**src/hdl/scictl_consts.svh**
```systemverilog
// Register offsets, field positions and timing constants of the serial control block
`ifndef SCICTL_CONSTS_SVH
`define SCICTL_CONSTS_SVH
`define SCICTL_OFF_CTRL1   4'h0
`define SCICTL_OFF_CTRL2   4'h4
`define SCICTL_OFF_CTRL3   4'h8
`define SCICTL_OFF_STAT    4'hC
`define SCICTL_OFF_DATA    4'h0
`define SCICTL_DATA_BASE   5'h10
// Control 1 fields
`define SCICTL_C1_LOOP     7
`define SCICTL_C1_ON       6
`define SCICTL_C1_LEN      4
`define SCICTL_C1_WAKE     3
`define SCICTL_C1_IDLE     2
`define SCICTL_C1_PEN      1
`define SCICTL_C1_PODD     0
// Control 2 fields
`define SCICTL_C2_TEIE     7
`define SCICTL_C2_TX_DONE_IRQ_ON     6
`define SCICTL_C2_RFIE     5
`define SCICTL_C2_QIE      4
`define SCICTL_C2_TXON     3
`define SCICTL_C2_RXON     2
`define SCICTL_C2_STBY     1
`define SCICTL_C2_BRK      0
// Control 3 fields
`define SCICTL_C3_R8       7
`define SCICTL_C3_T8       6
// Status fields
`define SCICTL_ST_TE       7
`define SCICTL_ST_TC       6
`define SCICTL_ST_RF       5
`define SCICTL_ST_QUIET    4
`define SCICTL_ST_PERR     0
`define SCICTL_CTRL_RESET  8'h00
`define SCICTL_BAUD_DIV    16
`endif

```
**src/hdl/scictl_pkg.sv**
```systemverilog
// Types shared by the serial control block
package scictl_pkg;
	typedef enum logic [1:0] {TX_IDLE, TX_SHIFT} scictl_tx_t;
	typedef enum logic [1:0] {RX_IDLE, RX_SHIFT} scictl_rx_t;
	typedef enum logic [1:0] {KIND_DATA, KIND_PREAMBLE, KIND_BREAK} scictl_kind_t;
endpackage : scictl_pkg

```
**src/hdl/scictl_core.sv**
```systemverilog
// Serial control registers with transmitter, receiver and AXI4-Lite slave
// Summary of operation
// - Loop mode feeds transmit output to receiver
// - Loop needs both enables
// - Module off sets empty, done; masks tx irq
// - Length bit chooses nine or eight bits
// - One start, one stop; 10/11-bit frames
// - Parity sits in character MSB position
// - Parity type: one odd, zero even
// - Wake select: address mark or idle line
// - Idle count starts after stop or start
// - Four enables gate flags onto two requests
// - Transmit enable sends preamble of ones
// - Disable finishes current character, then idles
// - Quick disable-enable queues one idle character
// - Receiver enable; clearing keeps receiver flags
// - Standby blocks rx irq; wake clears standby bit
// - Break toggle sends break then one
// - Held break sends breaks back to back
// - Received ninth bit captured; mirrors bit seven
// - Ninth transmit bit loads with data
// - Reset clears control 1 and 2 bits; ninth transmit bit not reset
//
// Implementation choices: the register addresses and the AXI4-Lite slave port.
`timescale 1ns/1ps
`default_nettype none
`include "scictl_consts.svh"
module scictl_core import scictl_pkg::*; #(
	parameter int BAUD_DIV = `SCICTL_BAUD_DIV
) (
	// Clock, reset, enable
	input  wire logic        core_clk,
	input  wire logic        nrst,
	input  wire logic        clkEn,
	// AXI4-Lite write
	input  wire logic [4:0]  awaddr,
	input  wire logic        awvalid,
	output logic             awready,
	input  wire logic [31:0] wdata,
	input  wire logic [3:0]  wstrb,
	input  wire logic        wvalid,
	output logic             wready,
	output logic [1:0]       bresp,
	output logic             bvalid,
	input  wire logic        bready,
	// AXI4-Lite read
	input  wire logic [4:0]  araddr,
	input  wire logic        arvalid,
	output logic             arready,
	output logic [31:0]      rdata,
	output logic [1:0]       rresp,
	output logic             rvalid,
	input  wire logic        rready,
	// Serial line
	input  wire logic        rxPin,
	output logic             txPin,
	// Interrupt requests
	output logic             txIrq,
	output logic             rxIrq
);
	initial begin
		if (BAUD_DIV < 2) $error("BAUD_DIV must be at least 2");
	end
	logic [7:0] serial_control_1, serial_control_2;
	logic       txNinth, rxNinth;
	logic       txEmpty, txDone, rxFull, rxQuiet, parErr;
	logic [7:0] dataTx, dataRx;
	// Bus capture
	logic        awHeld, wHeld;
	logic [4:0]  awA;
	logic [31:0] wD;
	logic [3:0]  wS;
	wire doWrite = awHeld && wHeld && !bvalid;
	always_ff @(posedge core_clk or negedge nrst) begin
		if (!nrst) begin
			awHeld <= 1'b0; wHeld <= 1'b0; awA <= 5'h00; wD <= 32'h0; wS <= 4'h0;
			awready <= 1'b0; wready <= 1'b0; bvalid <= 1'b0; bresp <= 2'h0;
		end else if (clkEn) begin
			awready <= !awHeld && !awready && awvalid;
			wready  <= !wHeld && !wready && wvalid;
			if (awvalid && awready) begin
				awHeld <= 1'b1; awA <= awaddr;
			end
			if (wvalid && wready) begin
				wHeld <= 1'b1; wD <= wdata; wS <= wstrb;
			end
			if (doWrite) begin
				awHeld <= 1'b0; wHeld <= 1'b0; bvalid <= 1'b1;
				bresp <= (awA[1:0] != 2'h0) ? 2'h2 : 2'h0;
			end else if (bvalid && bready) begin
				bvalid <= 1'b0;
			end
		end
	end
	wire wrC1 = doWrite && wS[0] && awA == {1'b0, `SCICTL_OFF_CTRL1};
	wire wrC2 = doWrite && wS[0] && awA == {1'b0, `SCICTL_OFF_CTRL2};
	wire wrC3 = doWrite && wS[0] && awA == {1'b0, `SCICTL_OFF_CTRL3};
	wire wrDat = doWrite && wS[0] && awA == `SCICTL_DATA_BASE;
	wire rdDat = arvalid && arready && araddr == `SCICTL_DATA_BASE;
	wire modOn = serial_control_1[`SCICTL_C1_ON];
	wire len9 = serial_control_1[`SCICTL_C1_LEN];
	wire parOn = serial_control_1[`SCICTL_C1_PEN];
	wire parOdd = serial_control_1[`SCICTL_C1_PODD];
	always_ff @(posedge core_clk or negedge nrst) begin
		if (!nrst) begin
			serial_control_1 <= `SCICTL_CTRL_RESET;
		end else if (clkEn && wrC1) begin
			serial_control_1 <= wD[7:0] & 8'hDF;
		end
	end
	logic wakeHit;
	always_ff @(posedge core_clk or negedge nrst) begin
		if (!nrst) begin
			serial_control_2 <= `SCICTL_CTRL_RESET;
		end else if (clkEn) begin
			if (wrC2) begin
				serial_control_2 <= wD[7:0];
			end else if (wakeHit) begin
				serial_control_2[`SCICTL_C2_STBY] <= 1'b0;
			end
		end
	end
	always_ff @(posedge core_clk) begin
		if (clkEn && wrC3) begin
			txNinth <= wD[`SCICTL_C3_T8];
		end
	end
	// Baud tick, only while module on
	logic [15:0] baudCnt;
	logic        tick;
	always_ff @(posedge core_clk or negedge nrst) begin
		if (!nrst) begin
			baudCnt <= 16'h0; tick <= 1'b0;
		end else if (clkEn) begin
			tick <= modOn && baudCnt == 16'(BAUD_DIV - 1);
			baudCnt <= (!modOn || baudCnt == 16'(BAUD_DIV - 1)) ? 16'h0 : baudCnt + 16'h1;
		end
	end
	// Transmitter
	scictl_tx_t   txSt;
	scictl_kind_t txKind;
	logic [3:0]   txBit;
	logic         dataPend, needPre, needIdle, brkSent, txOnD;
	logic         txLoad, txShift, txLine;
	logic [10:0]  txImg;
	wire          txOn = serial_control_2[`SCICTL_C2_TXON];
	wire          brk = serial_control_2[`SCICTL_C2_BRK];
	wire [3:0]    frameLen = len9 ? 4'hB : 4'hA;
	wire          txPar = parOdd ^ (len9 ? ^dataTx : ^dataTx[6:0]);
	always_comb begin
		txImg = len9 ? {1'b1, txNinth, dataTx, 1'b0} : {2'b11, dataTx, 1'b0};
		if (parOn) begin
			if (len9) begin
				txImg[9] = txPar;
			end else begin
				txImg[8] = txPar;
			end
		end
		if (txKind == KIND_PREAMBLE) begin
			txImg = 11'h7FF;
		end else if (txKind == KIND_BREAK) begin
			// Stop slot low too, so held breaks leave no high gap
			txImg = 11'h000;
		end
	end
	always_ff @(posedge core_clk or negedge nrst) begin
		if (!nrst) begin
			txSt <= TX_IDLE; txKind <= KIND_DATA; txBit <= 4'h0; dataPend <= 1'b0;
			needPre <= 1'b0; needIdle <= 1'b0; brkSent <= 1'b0; txOnD <= 1'b0;
			txEmpty <= 1'b1; txDone <= 1'b1; dataTx <= 8'h00; txLoad <= 1'b0; txShift <= 1'b0;
		end else if (clkEn) begin
			txOnD <= txOn;
			txLoad <= 1'b0;
			txShift <= 1'b0;
			if (txOn && !txOnD) begin
				needPre <= 1'b1;
				if (txSt == TX_SHIFT) needIdle <= 1'b1;
			end
			if (wrDat) begin
				dataTx <= wD[7:0]; dataPend <= 1'b1; txEmpty <= 1'b0; txDone <= 1'b0;
			end
			if (txSt == TX_IDLE && tick) begin
				if (txOn) begin
					if ((needPre || needIdle) && !brk) begin
						txKind <= KIND_PREAMBLE; needPre <= 1'b0; needIdle <= 1'b0; txLoad <= 1'b1;
					end else if (brk || brkSent) begin
						txKind <= KIND_BREAK; brkSent <= brk; needPre <= 1'b0; txLoad <= 1'b1;
						if (!brk) begin
							txKind <= KIND_PREAMBLE; txBit <= frameLen - 4'h1;
						end
					end else if (dataPend) begin
						txKind <= KIND_DATA; dataPend <= 1'b0; txEmpty <= 1'b1; txLoad <= 1'b1;
					end else begin
						txDone <= 1'b1;
					end
					if (brk || needPre || needIdle || dataPend) begin
						txDone <= 1'b0; txBit <= 4'h0; txSt <= TX_SHIFT;
					end
				end
			end else if (txSt == TX_SHIFT && tick) begin
				txShift <= 1'b1;
				txBit <= txBit + 4'h1;
				if (txBit == frameLen - 4'h1) begin
					txSt <= TX_IDLE; txShift <= 1'b0;
				end
			end
			if (!modOn) begin
				txEmpty <= 1'b1; txDone <= 1'b1; txSt <= TX_IDLE; dataPend <= 1'b0;
			end
		end
	end
	scictl_shifter #(.WIDTH(11)) uShift (
		.core_clk  (core_clk),
		.nrst      (nrst),
		.clkEn     (clkEn),
		.load      (txLoad),
		.image     (txImg),
		.shift     (txShift),
		.serialOut (txLine)
	);
	always_ff @(posedge core_clk or negedge nrst) begin
		if (!nrst) begin
			txPin <= 1'b1;
		end else if (clkEn) begin
			txPin <= txLine;
		end
	end
	// Receiver
	// loop feeds transmit to receiver
	wire rxIn = serial_control_1[`SCICTL_C1_LOOP] ? txLine : rxPin;
	scictl_rx_t rxSt;
	logic [3:0] rxBit;
	logic [9:0] rxSh;
	logic [3:0] onesCnt;
	logic       quietArm;
	wire        rxOn = serial_control_2[`SCICTL_C2_RXON];
	wire        stby = serial_control_2[`SCICTL_C2_STBY];
	wire        wake = serial_control_1[`SCICTL_C1_WAKE];
	wire [9:0]  rxNext = {rxIn, rxSh[9:1]};
	wire        rxLast = rxSt == RX_SHIFT && tick && rxBit == frameLen - 4'h1;
	wire [8:0]  rxChar = len9 ? rxNext[8:0] : {rxNext[8], rxNext[8:1]};
	wire        idleSeen = tick && rxIn && onesCnt == frameLen - 4'h1;
	always_comb begin
		wakeHit = stby && (wake ? (rxLast && rxChar[8]) : idleSeen);
	end
	always_ff @(posedge core_clk or negedge nrst) begin
		if (!nrst) begin
			rxSt <= RX_IDLE; rxBit <= 4'h0; rxSh <= 10'h0; onesCnt <= 4'h0; quietArm <= 1'b0;
			rxFull <= 1'b0; rxQuiet <= 1'b0; parErr <= 1'b0; dataRx <= 8'h00;
		end else if (clkEn) begin
			if (rdDat) begin
				rxFull <= 1'b0; rxQuiet <= 1'b0; parErr <= 1'b0;
			end
			if (rxOn && modOn && tick) begin
				if (!rxIn || (rxSt == RX_SHIFT && !serial_control_1[`SCICTL_C1_IDLE]) ? !rxIn : 1'b0) begin
					onesCnt <= 4'h0;
				end else if (onesCnt != 4'hF) begin
					onesCnt <= onesCnt + 4'h1;
				end
				if (rxSt == RX_SHIFT && serial_control_1[`SCICTL_C1_IDLE] && !rxLast) begin
					onesCnt <= 4'h0;
				end
				if (idleSeen && quietArm && !stby) begin
					rxQuiet <= 1'b1; quietArm <= 1'b0;
				end
				if (rxSt == RX_IDLE && !rxIn) begin
					rxSt <= RX_SHIFT; rxBit <= 4'h1;
				end else if (rxSt == RX_SHIFT) begin
					rxSh <= rxNext; rxBit <= rxBit + 4'h1;
					if (rxLast) begin
						rxSt <= RX_IDLE;
						if (!stby && !wakeHit) begin
							dataRx <= rxChar[7:0]; rxFull <= 1'b1; quietArm <= 1'b1;
							parErr <= parOn && ((len9 ? ^rxChar : ^rxChar[7:0]) != parOdd);
						end
					end
				end
			end
		end
	end
	always_ff @(posedge core_clk) begin
		if (clkEn && rxOn && modOn && rxLast && !stby) begin
			rxNinth <= rxChar[8];
		end
	end
	// Read path
	always_ff @(posedge core_clk or negedge nrst) begin
		if (!nrst) begin
			arready <= 1'b0; rvalid <= 1'b0; rdata <= 32'h0; rresp <= 2'h0;
		end else if (clkEn) begin
			arready <= !arready && !rvalid && arvalid;
			if (arvalid && arready) begin
				rvalid <= 1'b1; rresp <= 2'h0;
				case (araddr)
					{1'b0, `SCICTL_OFF_CTRL1}: rdata <= {24'h0, serial_control_1};
					{1'b0, `SCICTL_OFF_CTRL2}: rdata <= {24'h0, serial_control_2};
					{1'b0, `SCICTL_OFF_CTRL3}: rdata <= {24'h0, rxNinth, txNinth, 6'h0};
					{1'b0, `SCICTL_OFF_STAT}: rdata <= {24'h0, txEmpty, txDone, rxFull, rxQuiet, 3'h0, parErr};
					`SCICTL_DATA_BASE: rdata <= {24'h0, dataRx};
					default: begin
						rdata <= 32'h0; rresp <= 2'h2;
					end
				endcase
			end else if (rvalid && rready) begin
				rvalid <= 1'b0;
			end
		end
	end
	always_ff @(posedge core_clk or negedge nrst) begin
		if (!nrst) begin
			txIrq <= 1'b0; rxIrq <= 1'b0;
		end else if (clkEn) begin
			txIrq <= modOn && ((txEmpty && serial_control_2[`SCICTL_C2_TEIE])
				|| (txDone && serial_control_2[`SCICTL_C2_TX_DONE_IRQ_ON]));
			rxIrq <= !stby && ((rxFull && serial_control_2[`SCICTL_C2_RFIE])
				|| (rxQuiet && serial_control_2[`SCICTL_C2_QIE]));
		end
	end
	// tx irq off while module off
	txOffIrq_a: assert property (@(posedge core_clk) disable iff (!nrst)
		clkEn && !modOn |=> !txIrq)
		else $error("tx request while module off");
	txOffFlags_a: assert property (@(posedge core_clk) disable iff (!nrst)
		clkEn && !modOn |=> txEmpty && txDone)
		else $error("tx flags clear while module off");
	rxKeep_a: assert property (@(posedge core_clk) disable iff (!nrst)
		clkEn && !rxOn && !rdDat |=> $stable(rxFull))
		else $error("rx flag changed while off");
	txIdleHigh_a: assert property (@(posedge core_clk) disable iff (!nrst)
		txSt == TX_IDLE && !txLoad && txKind != KIND_BREAK |-> txLine)
		else $error("tx line low when idle");
	breakLow_a: assert property (@(posedge core_clk) disable iff (!nrst)
		txKind == KIND_BREAK && !txLoad |-> !txLine)
		else $error("tx line high during break");
	standbyExit_a: assert property (@(posedge core_clk) disable iff (!nrst)
		clkEn && wakeHit && !wrC2 |=> !stby)
		else $error("standby kept after wake");
	coverTx_c: cover property (@(posedge core_clk) txLoad && txKind == KIND_DATA);
	coverRx_c: cover property (@(posedge core_clk) rxLast);
	coverBrk_c: cover property (@(posedge core_clk) txLoad && txKind == KIND_BREAK);
endmodule : scictl_core
`default_nettype wire

```
**src/hdl/scictl_shifter.sv**
```systemverilog
// Frame shifter: loads a frame image and moves it out LSB first
`timescale 1ns/1ps
`default_nettype none
module scictl_shifter #(
	parameter int WIDTH = 11
) (
	// Clock and reset
	input  wire logic             core_clk,
	input  wire logic             nrst,
	input  wire logic             clkEn,
	// Control
	input  wire logic             load,
	input  wire logic [WIDTH-1:0] image,
	input  wire logic             shift,
	// Serial out
	output logic                  serialOut
);
	initial begin
		if (WIDTH < 11) $error("shifter too narrow");
	end
	logic [WIDTH-1:0] sreg;
	always_ff @(posedge core_clk or negedge nrst) begin
		if (!nrst) begin
			sreg <= '1;
		end else if (clkEn) begin
			if (load) begin
				sreg <= image;
			end else if (shift) begin
				sreg <= {1'b1, sreg[WIDTH-1:1]};
			end
		end
	end
	always_ff @(posedge core_clk or negedge nrst) begin
		if (!nrst) begin
			serialOut <= 1'b1;
		end else if (clkEn) begin
			serialOut <= load ? image[0] : (shift ? sreg[1] : sreg[0]);
		end
	end
endmodule : scictl_shifter
`default_nettype wire

```
**config.mk**
```make
export PLATFORM = sky130hd
export DESIGN_NAME = scictl_core
export DESIGN_NICKNAME = d
export VERILOG_FILES = /design/src/hdl/scictl_pkg.sv /design/src/hdl/scictl_core.sv /design/src/hdl/scictl_shifter.sv
export VERILOG_INCLUDE_DIRS = /design/src /design/src/hdl
export SDC_FILE = /design/constraint.sdc
export NUM_CORES = 1
export LEC_CHECK = 0
export BUFFER_PORTS_ARGS = -buffer_cell sky130_fd_sc_hd__buf_2
export CAP_MARGIN = 20
export CORE_MARGIN = 1
export CORE_UTILIZATION = 50
export CTS_CLUSTER_DIAMETER = 30
export CTS_CLUSTER_SIZE = 30
export DETAILED_ROUTE_END_ITERATION = 16
export GPL_ROUTABILITY_DRIVEN = 1
export GPL_TIMING_DRIVEN = 0
export PLACE_DENSITY = 0.8
export RECOVER_POWER = 100
export SLEW_MARGIN = 20
export SYNTH_ARGS = -nofsm -noshare
export SYNTH_HDL_FRONTEND = slang
export SYNTH_SLANG_ARGS = --single-unit
```
**constraint.sdc**
```tcl
create_clock -name core_clk -period 2 [get_ports core_clk]
set_clock_uncertainty 0.1 [all_clocks]
set_input_delay 0.4 -clock core_clk [delete_from_list [all_inputs] [get_ports core_clk]]
set_output_delay 0.4 -clock core_clk [all_outputs]
set_load 0.03 [all_outputs]
```
==> flow_summary_export.csv, run 1 <==
group,metric,value,unit
place,placed_area,7230,um2
place,hpwlAfterDp,11200,um
die,chipWidth,117,um
clocking,cts.clk_slew.worst_paths,0.06,ns
sta,layout_min_cycle_time,2.13,ns
worst_setup_path,critPathArrivalTime,2.33,ns
worst_setup_path,worstSetupPathType,"flop to flop",
worst_setup_path,critPathCaptureType,"flop",
logic_synthesis,synthTopCellsByArea,"dfrtp_1 (44%), mux2_2 (8.1%), dfstp_2 (5.9%)",
final_layout,mostFrequentLayoutCell,"dfrtp_1",
global_routing,antenna_found_initial,0,
sta,max-slew-margin-rel,44.8,%
worst_setup_path,r2r_cells,5,
route,postRouteAntennaNets,0,
final_layout,final_cell_mix,"dfrtp_1 (115), nand2_1 (68), o21ai_0 (46)",
job,maxCapViolCount,0,
logic_synthesis,yosys.area.top_type,"dfrtp_1",
clocking,htreeDepth,4,
power,p_leak,3.82,nW
min_path,whs_path_depth,2,
place,gp_congestion,0.874,
logic_synthesis,ys_seq_area_share,50.8,%
final_layout,multi_input_area,3230,um2
clocking,cts_tree,"done",
final_layout,nNetsFinal,797,
min_path,holdCritStartpoint,"wdata[4]",
power,power,9.23,mW
worst_setup_path,crit_family,"simple AND/OR/NAND/NOR gates",
route,first_pass_iters,5,
worst_setup_path,worstPathMaxFanout,8,
power,powerDensity,1120,nW/um2
die,start_util,51.9,%
final_layout,layoutNonFillerInstCount,923,
worst_setup_path,r2r-start,"bvalid",
route,drtIter0Drc,457,
worst_setup_path,worstPathCellList,"nand4b_4, or3_4, nor3b_4, buf_6, mux2_4",
logic_synthesis,netlist_instances,633,
die,rows,41,
place,dpl.cell_count,874,
worst_setup_path,r2r_setup_slack,-0.13,ns
die,die_h,117,um
logic_synthesis,synth-xor-area-share,3.89,%
sta,whs,0.112,ns
power,ir_worst_vdd,742,uV
logic_synthesis,synth-warning-count,0,
clocking,cts_num_sinks,134,
place,placement.io_buffers,43,
logic_synthesis,synth_cell_types,69,
final_layout,drive_gt1_share,30.5,%
logic_synthesis,synth_area,6660,um2
logic_synthesis,synthMuxAreaShare,10.5,%
final_layout,fin_area,8250,um2
logic_synthesis,synth_top_area_share,44.0,%
die,ioPinCount,99,
sta,rsz0062_at_grt,"yes",
die,die_area,13800,um2
global_routing,grt_overflow,0,
sta,hold_viol_final,0,
sta,finalWorstSetupSlack,-0.125,ns
global_routing,grt_pass1_wl,27800,um
place,pre_cts_ws,-0.469,ns
final_layout,fin_util,64.3,%
logic_synthesis,synth_top_family_by_area,"simple AND/OR/NAND/NOR gates",
worst_setup_path,rr_endpoint,"serial_control_2[0]",
logic_synthesis,synth_simple_gate_area_share,15.1,%
route,wl_per_cell,19.3,um
clocking,cts_buffer_depth,2,
sta,finalSetupViolCount,15,
clocking,clk_latency,0.42,ns
clocking,cts-root-buf,"clkbuf_16",
logic_synthesis,ys_ff_latch,134,
sta,slew_violations,0,
outcome,violations,"negative setup slack",
logic_synthesis,synth_fa_ha_area_share,0.752,%
outcome,status,"complete, but fails checks",
worst_setup_path,critPathBufInv,1,
final_layout,syn_to_final_growth,23.9,%
min_path,hp-class,"input port to flop",
sta,fin_crit_sh,106,%
global_routing,grt_pass1_vias,5444,
logic_synthesis,yosys_most_used_dff,"dfrtp_1",
logic_synthesis,synth_compound_area_share,13.4,%
final_layout,diodes,0,
logic_synthesis,async_flop_share,98.5,%
worst_setup_path,worstPathRequired,2.20,ns
final_layout,register_area,3380,um2
min_path,worstHoldEndpoint,"wD[4]",
final_layout,filler_cell_count,951,
route,drc_errors,0,
sta,max_freq,470,MHz
route,routed_wl,17800,um
worst_setup_path,start_kind,"flop",
global_routing,grt.total_usage,25.7,%
die,core,12800,um2
worst_setup_path,max_stage_delay,0.45,ns
logic_synthesis,synth.avg_cell_area,10.5,um2
route,post_drt_via_cell_ratio,5.96,
sta,tightest_slew,0.829,ns
route,vias,5502,
logic_synthesis,synth-edff-count,2,
global_routing,grt_max_degree,74,
clocking,cts_buffers,17,
sta,tns,-0.869,ns
worst_setup_path,crit_slowest_cell,"dfrtp_2",
[final cells by class]
class	instances	area share [%]
Clock inverter	13	2.17
Timing Repair Buffer	63	5.13
Clock buffer	19	5.49
Sequential cell	134	41.0
Buffer	43	3.55
Multi-Input combinational cell	460	39.2
Tap cell	172	2.61
Inverter	19	0.864
[timing repair]
item	in CTS	in global routing
buffers inserted	13	3
gates resized for setup	30	34
setup endpoints to repair	53	68
endpoints found under the hold margin	50	0
hold buffers	1	0
gates cloned	1	1
pin swaps	6	12
[synth_stat cells (3+ instances only)]
master,n
clkbuf_1,14
a22o_1,6
dfrtp_1,117
buf_4,26
nand2_1,68
xnor2_1,20
nor4_1,7
o22ai_1,4
buf_6,3
o21ai_0,49
nor3_1,8
mux2_2,48
nor4b_1,3
xor2_1,7
a21oi_1,39
nand4_1,4
a31oi_1,7
o2bb2ai_1,4
nand3b_1,4
nand3_1,16
or3b_2,3
a22oi_1,5
a21o_1,7
mux2i_1,16
inv_1,18
and2_1,4
and3_1,9
nand2b_1,6
nor2_1,40
dfstp_2,15
nor2b_1,3
ha_1,4
[sequential cells by signal, summed over array words and instances (netlist names), 4 cells and up]
register and cells:
serial_control_2 8, awA 5, dataTx 8, rxBit 4
txBit 4, rdata 8, baudCnt 16, dataRx 8
onesCnt 4, serial_control_1 7, uShift.sreg 11, wD 8
rxSh 9
[power by group]
part / internal [mW] / switching (mW)
Sequential: 3.23 / 0.652
Clock: 2.14 / 1.19
Combinational: 0.949 / 1.07
Total: 6.32 / 2.91
[per-layer routing]
metal / share of wire (%) / GRT usage, % / vias to the layer above
met4: 5.0 / 14.6 / 0
met2: 50 / 43.7 / 268
li1: - / - / 2434
met1: 39 / 31.1 / 2718
met3: 6.1 / 3.84 / 82
met5: 0 / 0 / -
[worst max path at each step]
stage | slack, ns | end | from | depth (start not counted)
floorplan | -0.07 | serial_control_2[0] | awA[1] | 4
global placement | -1.39 | bvalid | nrst | 1
detailed placement | -0.47 | rdata[6] | clkEn | 6
CTS | -0.14 | serial_control_2[6] | awA[0] | 5
global route | -0.17 | serial_control_2[0] | bvalid | 5
finish | -0.13 | serial_control_2[0] | bvalid | 5
[logic make-up after synthesis]
kind of cell,count (synthesis)
muxes,64
buffers and inverters,64
xor gates and xnor gates,28
other,1
AOI/OAI and AO/OA,146
and+or+nand+nor,192
adders and majority gates,4
DFF,134
Note: power is estimated with default switching activity, not from simulation.
==> run 2, diff against run 1 <==
SYNTH_HIERARCHICAL = 1   (was not set)
==> run 2 against run 1 <==
Net effect: the run still ends with negative setup slack left; die area is 2.0% higher; first-iteration DRC count is 13% lower; register-to-register slack better by 0.097 ns; largest cell class unchanged; highest routed layer unchanged.
==> flow_summary_export.csv, run 2 <==
group,metric,value,unit
die,rows,42,
sta,tns,-0.122,ns
sta,layout_min_cycle_time,2.03,ns
route,postRouteAntennaNets,0,
sta,slew_violations,0,
global_routing,antenna_found_initial,0,
die,die_h,119,um
min_path,hp-class,"input port to flop",
final_layout,syn_to_final_growth,20.6,%
place,dpl.cell_count,851,
clocking,cts_tree,"done",
final_layout,top_register,"baudCnt",
global_routing,grt_pass1_wl,25600,um
route,vias,5154,
place,gp_congestion,0.931,
route,wl_per_cell,17.8,um
worst_setup_path,critPathCaptureType,"flop",
sta,whs,0.0915,ns
route,routed_wl,16100,um
final_layout,layoutNonFillerInstCount,904,
die,ioPinCount,99,
global_routing,grt_max_degree,95,
sta,finalWorstSetupSlack,-0.0285,ns
sta,fin_crit_sh,101,%
sta,tightest_slew,1.01,ns
logic_synthesis,async_flop_share,98.5,%
clocking,cts-root-buf,"clkbuf_16",
sta,rsz0062_at_grt,"yes",
worst_setup_path,start_kind,"flop",
final_layout,filler_cell_count,1023,
worst_setup_path,worstPathRequired,2.24,ns
sta,finalSetupViolCount,11,
final_layout,nNetsFinal,774,
final_layout,diodes,0,
worst_setup_path,crit_family,"multiplexers",
logic_synthesis,yosysMostFrequentCell,"dfrtp_1",
job,maxCapViolCount,0,
clocking,cts_num_sinks,134,
worst_setup_path,worstPathCellList,"xnor2_2, xnor2_1, buf_4, xnor3_1, a21oi_1, o31a_1, mux2_4, mux2_2",
route,drtIter0Drc,398,
clocking,htreeDepth,4,
worst_setup_path,worstSetupPathType,"flop to flop",
worst_setup_path,critPathArrivalTime,2.27,ns
route,drc_errors,0,
die,start_util,51.3,%
die,die_area,14100,um2
global_routing,grt.total_usage,23.5,%
route,first_pass_iters,5,
logic_synthesis,synth_area,6790,um2
sta,max-slew-margin-rel,32.4,%
clocking,cts_buffers,17,
logic_synthesis,ys_top_cells_by_count,"dfrtp_1 (117), nand2_1 (65), mux2_1 (34), o21ai_1 (32), mux2_2 (27)",
clocking,clk_latency,0.42,ns
final_layout,final_cell_mix,"dfrtp_1 (116), nand2_1 (64), buf_4 (47)",
place,placement.io_buffers,44,
logic_synthesis,yosys.area.top_type,"dfrtp_1",
logic_synthesis,ys_seq_area_share,49.8,%
worst_setup_path,max_stage_delay,0.41,ns
worst_setup_path,crit_slowest_cell,"dfrtp_1",
logic_synthesis,synth-warning-count,6,
clocking,cts.clk_slew.worst_paths,0.06,ns
logic_synthesis,synthTopCellsByArea,"dfrtp_1 (43%), dfstp_2 (5.8%), mux2_1 (5.6%)",
final_layout,mostFrequentLayoutCell,"dfrtp_1",
power,p_leak,3.79,nW
global_routing,grt_overflow,0,
logic_synthesis,synth_top_area_share,43.1,%
logic_synthesis,synth-edff-count,2,
die,chipWidth,119,um
logic_synthesis,synth_cell_types,77,
die,core,13200,um2
power,ir_worst_vdd,855,uV
place,hpwlAfterDp,10700,um
final_layout,largest_register_ffs,16,
outcome,status,"complete, but fails checks",
sta,max_freq,493,MHz
sta,hold_viol_final,0,
power,powerDensity,1000,nW/um2
final_layout,largestRegisters,"baudCnt (16), uShift/sreg (11), rxSh (9)",
final_layout,drive_gt1_share,26.8,%
logic_synthesis,ys_ff_latch,134,
route,post_drt_via_cell_ratio,5.70,
outcome,violations,"negative setup slack",
logic_synthesis,yosys_most_used_dff,"dfrtp_1",
power,power,8.21,mW
worst_setup_path,worstPathMaxFanout,2,
place,pre_cts_ws,-0.508,ns
clocking,cts_buffer_depth,2,
worst_setup_path,critPathBufInv,1,
logic_synthesis,netlist_instances,605,
logic_synthesis,synth.avg_cell_area,11.2,um2
global_routing,grt_pass1_vias,5109,
## run 2: cell types whose count changed after synthesis, moves of 7 or more
cell / change
mux2_1: +34
nor2_2: +10
mux2_2: -21
nor2_1: -16
a21oi_1: -24
o21ai_0: -46
maj3_1: +7
o21ai_1: +30
## run 2: cell families (layout without fill, tap and decap cells)
group	count (synthesis)	in the layout	share of synthesized area, %
DFF	134	134	49.8
and+or+nand+nor	176	176	13.9
other	1	26	0.0552
AOI/OAI and AO/OA	105	105	10.6
xor gates and xnor gates	30	30	4.27
muxes	82	82	13.9
adders and majority gates	11	11	1.77
buffers and inverters	66	164	5.71
## run 2: final timing paths
kind | cells after the start | to | start | slack [ns]
min in group asynchronous | 2 | wD[5] | nrst | 0.59
min reg2reg | 2 | uShift/sreg[10] | uShift/sreg[10] | 0.38
max reg2reg | 8 | uShift/sreg[9] | dataTx[3] | -0.03
min | 2 | awA[2] | awaddr[2] | 0.09
max | 8 | uShift/sreg[9] | dataTx[3] | -0.03
max in group asynchronous | 3 | txDone | nrst | 0.18
## run 2: area by class of cell
cell class	instances	area [um2]	share of cell area (%)
inverters	18	67.6	0.825
clock inverters	6	88.8	1.08
clock buffers	26	519	6.34
flip-flops and latches	134	3380	41.3
well taps	176	220	2.69
repair buffers	67	382	4.66
plain buffers	47	329	4.02
multi-input cells	430	3200	39.1
## run 2: power by group
group | leakage, nW | internal (mW) | switching [mW]
Combinational | 1.74 | 0.763 | 0.844
Clock | 0.293 | 2.04 | 1.14
Sequential | 1.76 | 3.06 | 0.364
## run 2: routing by layer
layer	up-vias	part of all wire, %	global-route usage [%]
met1	2589	43	31.1
met3	32	6.1	4.63
met2	202	49	37.6
met4	0	2.0	9.97
li1	2331	-	-
met5	-	0	0
## run 2: through the flow
| stage | util (%) | instance area (um2) |
|---|---|---|
| global placement | 55.3 | 7330 |
| global route | 61.9 | 8190 |
| detailed placement | 55.6 | 7360 |
| CTS | 61.5 | 8150 |
| finish | 61.9 | 8190 |
| floorplan | - | 6890 |
## run 2: timing repair
action,in CTS,in global routing
endpoints found under the hold margin,31,0
setup endpoints to repair,38,55
hold buffers,1,0
gates resized for setup,13,26
buffers inserted,14,7
pin swaps,9,9
==> run 3, diff against run 2 <==
PLACE_DENSITY = 0.77   (was 0.8)
clock period = 2.2 ns   (was 2 ns; I/O delays follow)
==> run 3 against run 2 <==
Net effect: register-to-register slack improved by 0.12 ns; worst hold slack improved by 0.047 ns; clock power fell by 15%; critical endpoint unchanged; sequential cell count did not move; core utilization fell by 2.2 points; highest routed layer unchanged; non-clock buffer count fell by 21; count of clock-buffer cells in the layout fell by 5; the flow now finishes without violations.
==> flow_summary_export.csv, run 3 (synthesis gave the netlist of run 2 again) <==
group,metric,value,unit
place,hpwlAfterDp,10600,um
min_path,hp-class,"input port to flop",
final_layout,drive_gt1_share,21.9,%
sta,hold_viol_final,0,
final_layout,nNetsFinal,753,
clocking,clk_latency,0.41,ns
outcome,status,"finished, final reports clean",
global_routing,grt_pass1_vias,4989,
global_routing,antenna_found_initial,0,
die,start_util,51.3,%
clocking,cts_num_sinks,134,
power,powerDensity,896,nW/um2
final_layout,top_register,"baudCnt",
die,chipWidth,119,um
place,gp_congestion,0.831,
clocking,cts-root-buf,"clkbuf_16",
final_layout,mostFrequentLayoutCell,"dfrtp_1",
route,drc_errors,0,
place,pre_cts_ws,-0.440,ns
sta,layout_min_cycle_time,2.11,ns
place,dpl.cell_count,851,
sta,max_freq,473,MHz
power,p_leak,3.64,nW
worst_setup_path,worstPathCellList,"xnor2_2, xnor2_2, xnor3_1, a21oi_1, o31a_1, mux2_2, mux2_2",
die,rows,42,
clocking,htreeDepth,4,
clocking,cts_tree,"done",
final_layout,layoutNonFillerInstCount,883,
final_layout,diodes,0,
sta,rsz0062_at_grt,"no",
clocking,cts.clk_slew.worst_paths,0.06,ns
worst_setup_path,critPathCaptureType,"flop",
job,maxCapViolCount,0,
worst_setup_path,worstPathMaxFanout,4,
clocking,cts_setup_buffers,0,
sta,slew_violations,0,
route,drtIter0Drc,317,
final_layout,fin_util,59.7,%
die,die_h,119,um
route,first_pass_iters,5,
sta,tightest_slew,0.805,ns
worst_setup_path,critPathArrivalTime,2.35,ns
place,placement.io_buffers,44,
final_layout,filler_cell_count,1102,
final_layout,syn_to_final_growth,16.4,%
route,postRouteAntennaNets,0,
worst_setup_path,worstSetupPathType,"flop to flop",
worst_setup_path,crit_slowest_cell,"dfrtp_1",
worst_setup_path,crit_family,"XOR/XNOR gates",
sta,finalSetupViolCount,0,
route,wl_per_cell,17.0,um
global_routing,grt_overflow,0,
sta,finalWorstSetupSlack,0.0870,ns
worst_setup_path,start_kind,"flop",
final_layout,largestRegisters,"baudCnt (16), uShift/sreg (11), rxSh (9)",
die,die_area,14100,um2
global_routing,grt.total_usage,22.8,%
route,post_drt_via_cell_ratio,5.56,
global_routing,grt_pass1_wl,25000,um
worst_setup_path,critPathBufInv,0,
die,core,13200,um2
sta,fin_crit_sh,96.0,%
final_layout,final_cell_mix,"dfrtp_1 (117), nand2_1 (65), mux2_1 (38)",
route,routed_wl,15000,um
power,ir_worst_vdd,712,uV
global_routing,grt_max_degree,79,
clocking,cts_buffers,17,
route,vias,4913,
final_layout,largest_register_ffs,16,
die,ioPinCount,99,
worst_setup_path,max_stage_delay,0.48,ns
worst_setup_path,worstPathRequired,2.44,ns
sta,max-slew-margin-rel,45.9,%
clocking,cts_buffer_depth,2,
run 3: changes by cell type in the layout (fill, tap and decap cells not counted), sizes merged:
cell,change
clkbuf,-10
bufinv,-1
buf,-16
clkinv,+5
inv,+1
run 3: worst paths after layout:
path,start,to,slack [ns],cells after the start
worst max-delay path,serial_control_1[0],uShift/sreg[9],0.09,7
worst min-delay path,wdata[6],wD[6],0.14,2
worst max register to register,serial_control_1[0],uShift/sreg[9],0.09,7
worst min register to register,txEmpty,txEmpty,0.38,2
max in group asynchronous,nrst,arready,0.55,3
min in group asynchronous,nrst,dataTx[4],0.45,2
run 3: repair_timing:
item / 4_1_cts / 5_1_grt
hold buffers: 1 / 0
pin swaps: 0 / 3
setup endpoints to repair: 11 / 22
hold endpoints to repair: 47 / 0
resized for setup: 3 / 4
run 3: per-layer routing:
layer  vias to the layer above  wire [um]  GRT usage [%]
met2                       166       7130           36.1
met1                      2440       6760           30.6
met4                         0        245           9.02
met5                         -          0              0
li1                       2287          -              -
met3                        20        850           5.07
run 3: report_power, final:
group	total [mW]	switching [mW]	leakage, nW	internal, mW
clock network	2.71	1.07	0.279	1.64
logic	1.26	0.693	1.60	0.567
registers	3.11	0.329	1.76	2.78
total	7.08	2.09	3.64	4.99
run 3: final cells by class:
class                           count  area, um2  area share, %
Sequential cell                   134       3380           42.8
Buffer                             47        318           4.02
Timing Repair Buffer               46        229           2.90
Clock buffer                       21        470           5.95
Multi-Input combinational cell    430       3120           39.5
Inverter                           18       67.6          0.855
Tap cell                          176        220           2.79
Clock inverter                     11        100           1.27
run 3: through the flow:
stage	hold slack, ns	area [um2]	total power, mW	setup TNS, ns
floorplan	0.0444	6890	3.96	0
global placement	0.351	7330	4.30	-137.30
detailed placement	0.294	7360	4.38	-6.40
CTS	0.126	7960	7.11	0
global route	0.140	7910	7.38	0
finish	0.138	7910	7.08	0
run 3: worst reg2reg max path: stages, from the launching register on:
cell	delay (ns)
dfrtp_1	0.48
xnor2_2	0.19
xnor2_2	0.21
xnor3_1	0.24
a21oi_1	0.07
o31a_1	0.25
mux2_2	0.26
mux2_2	0.26
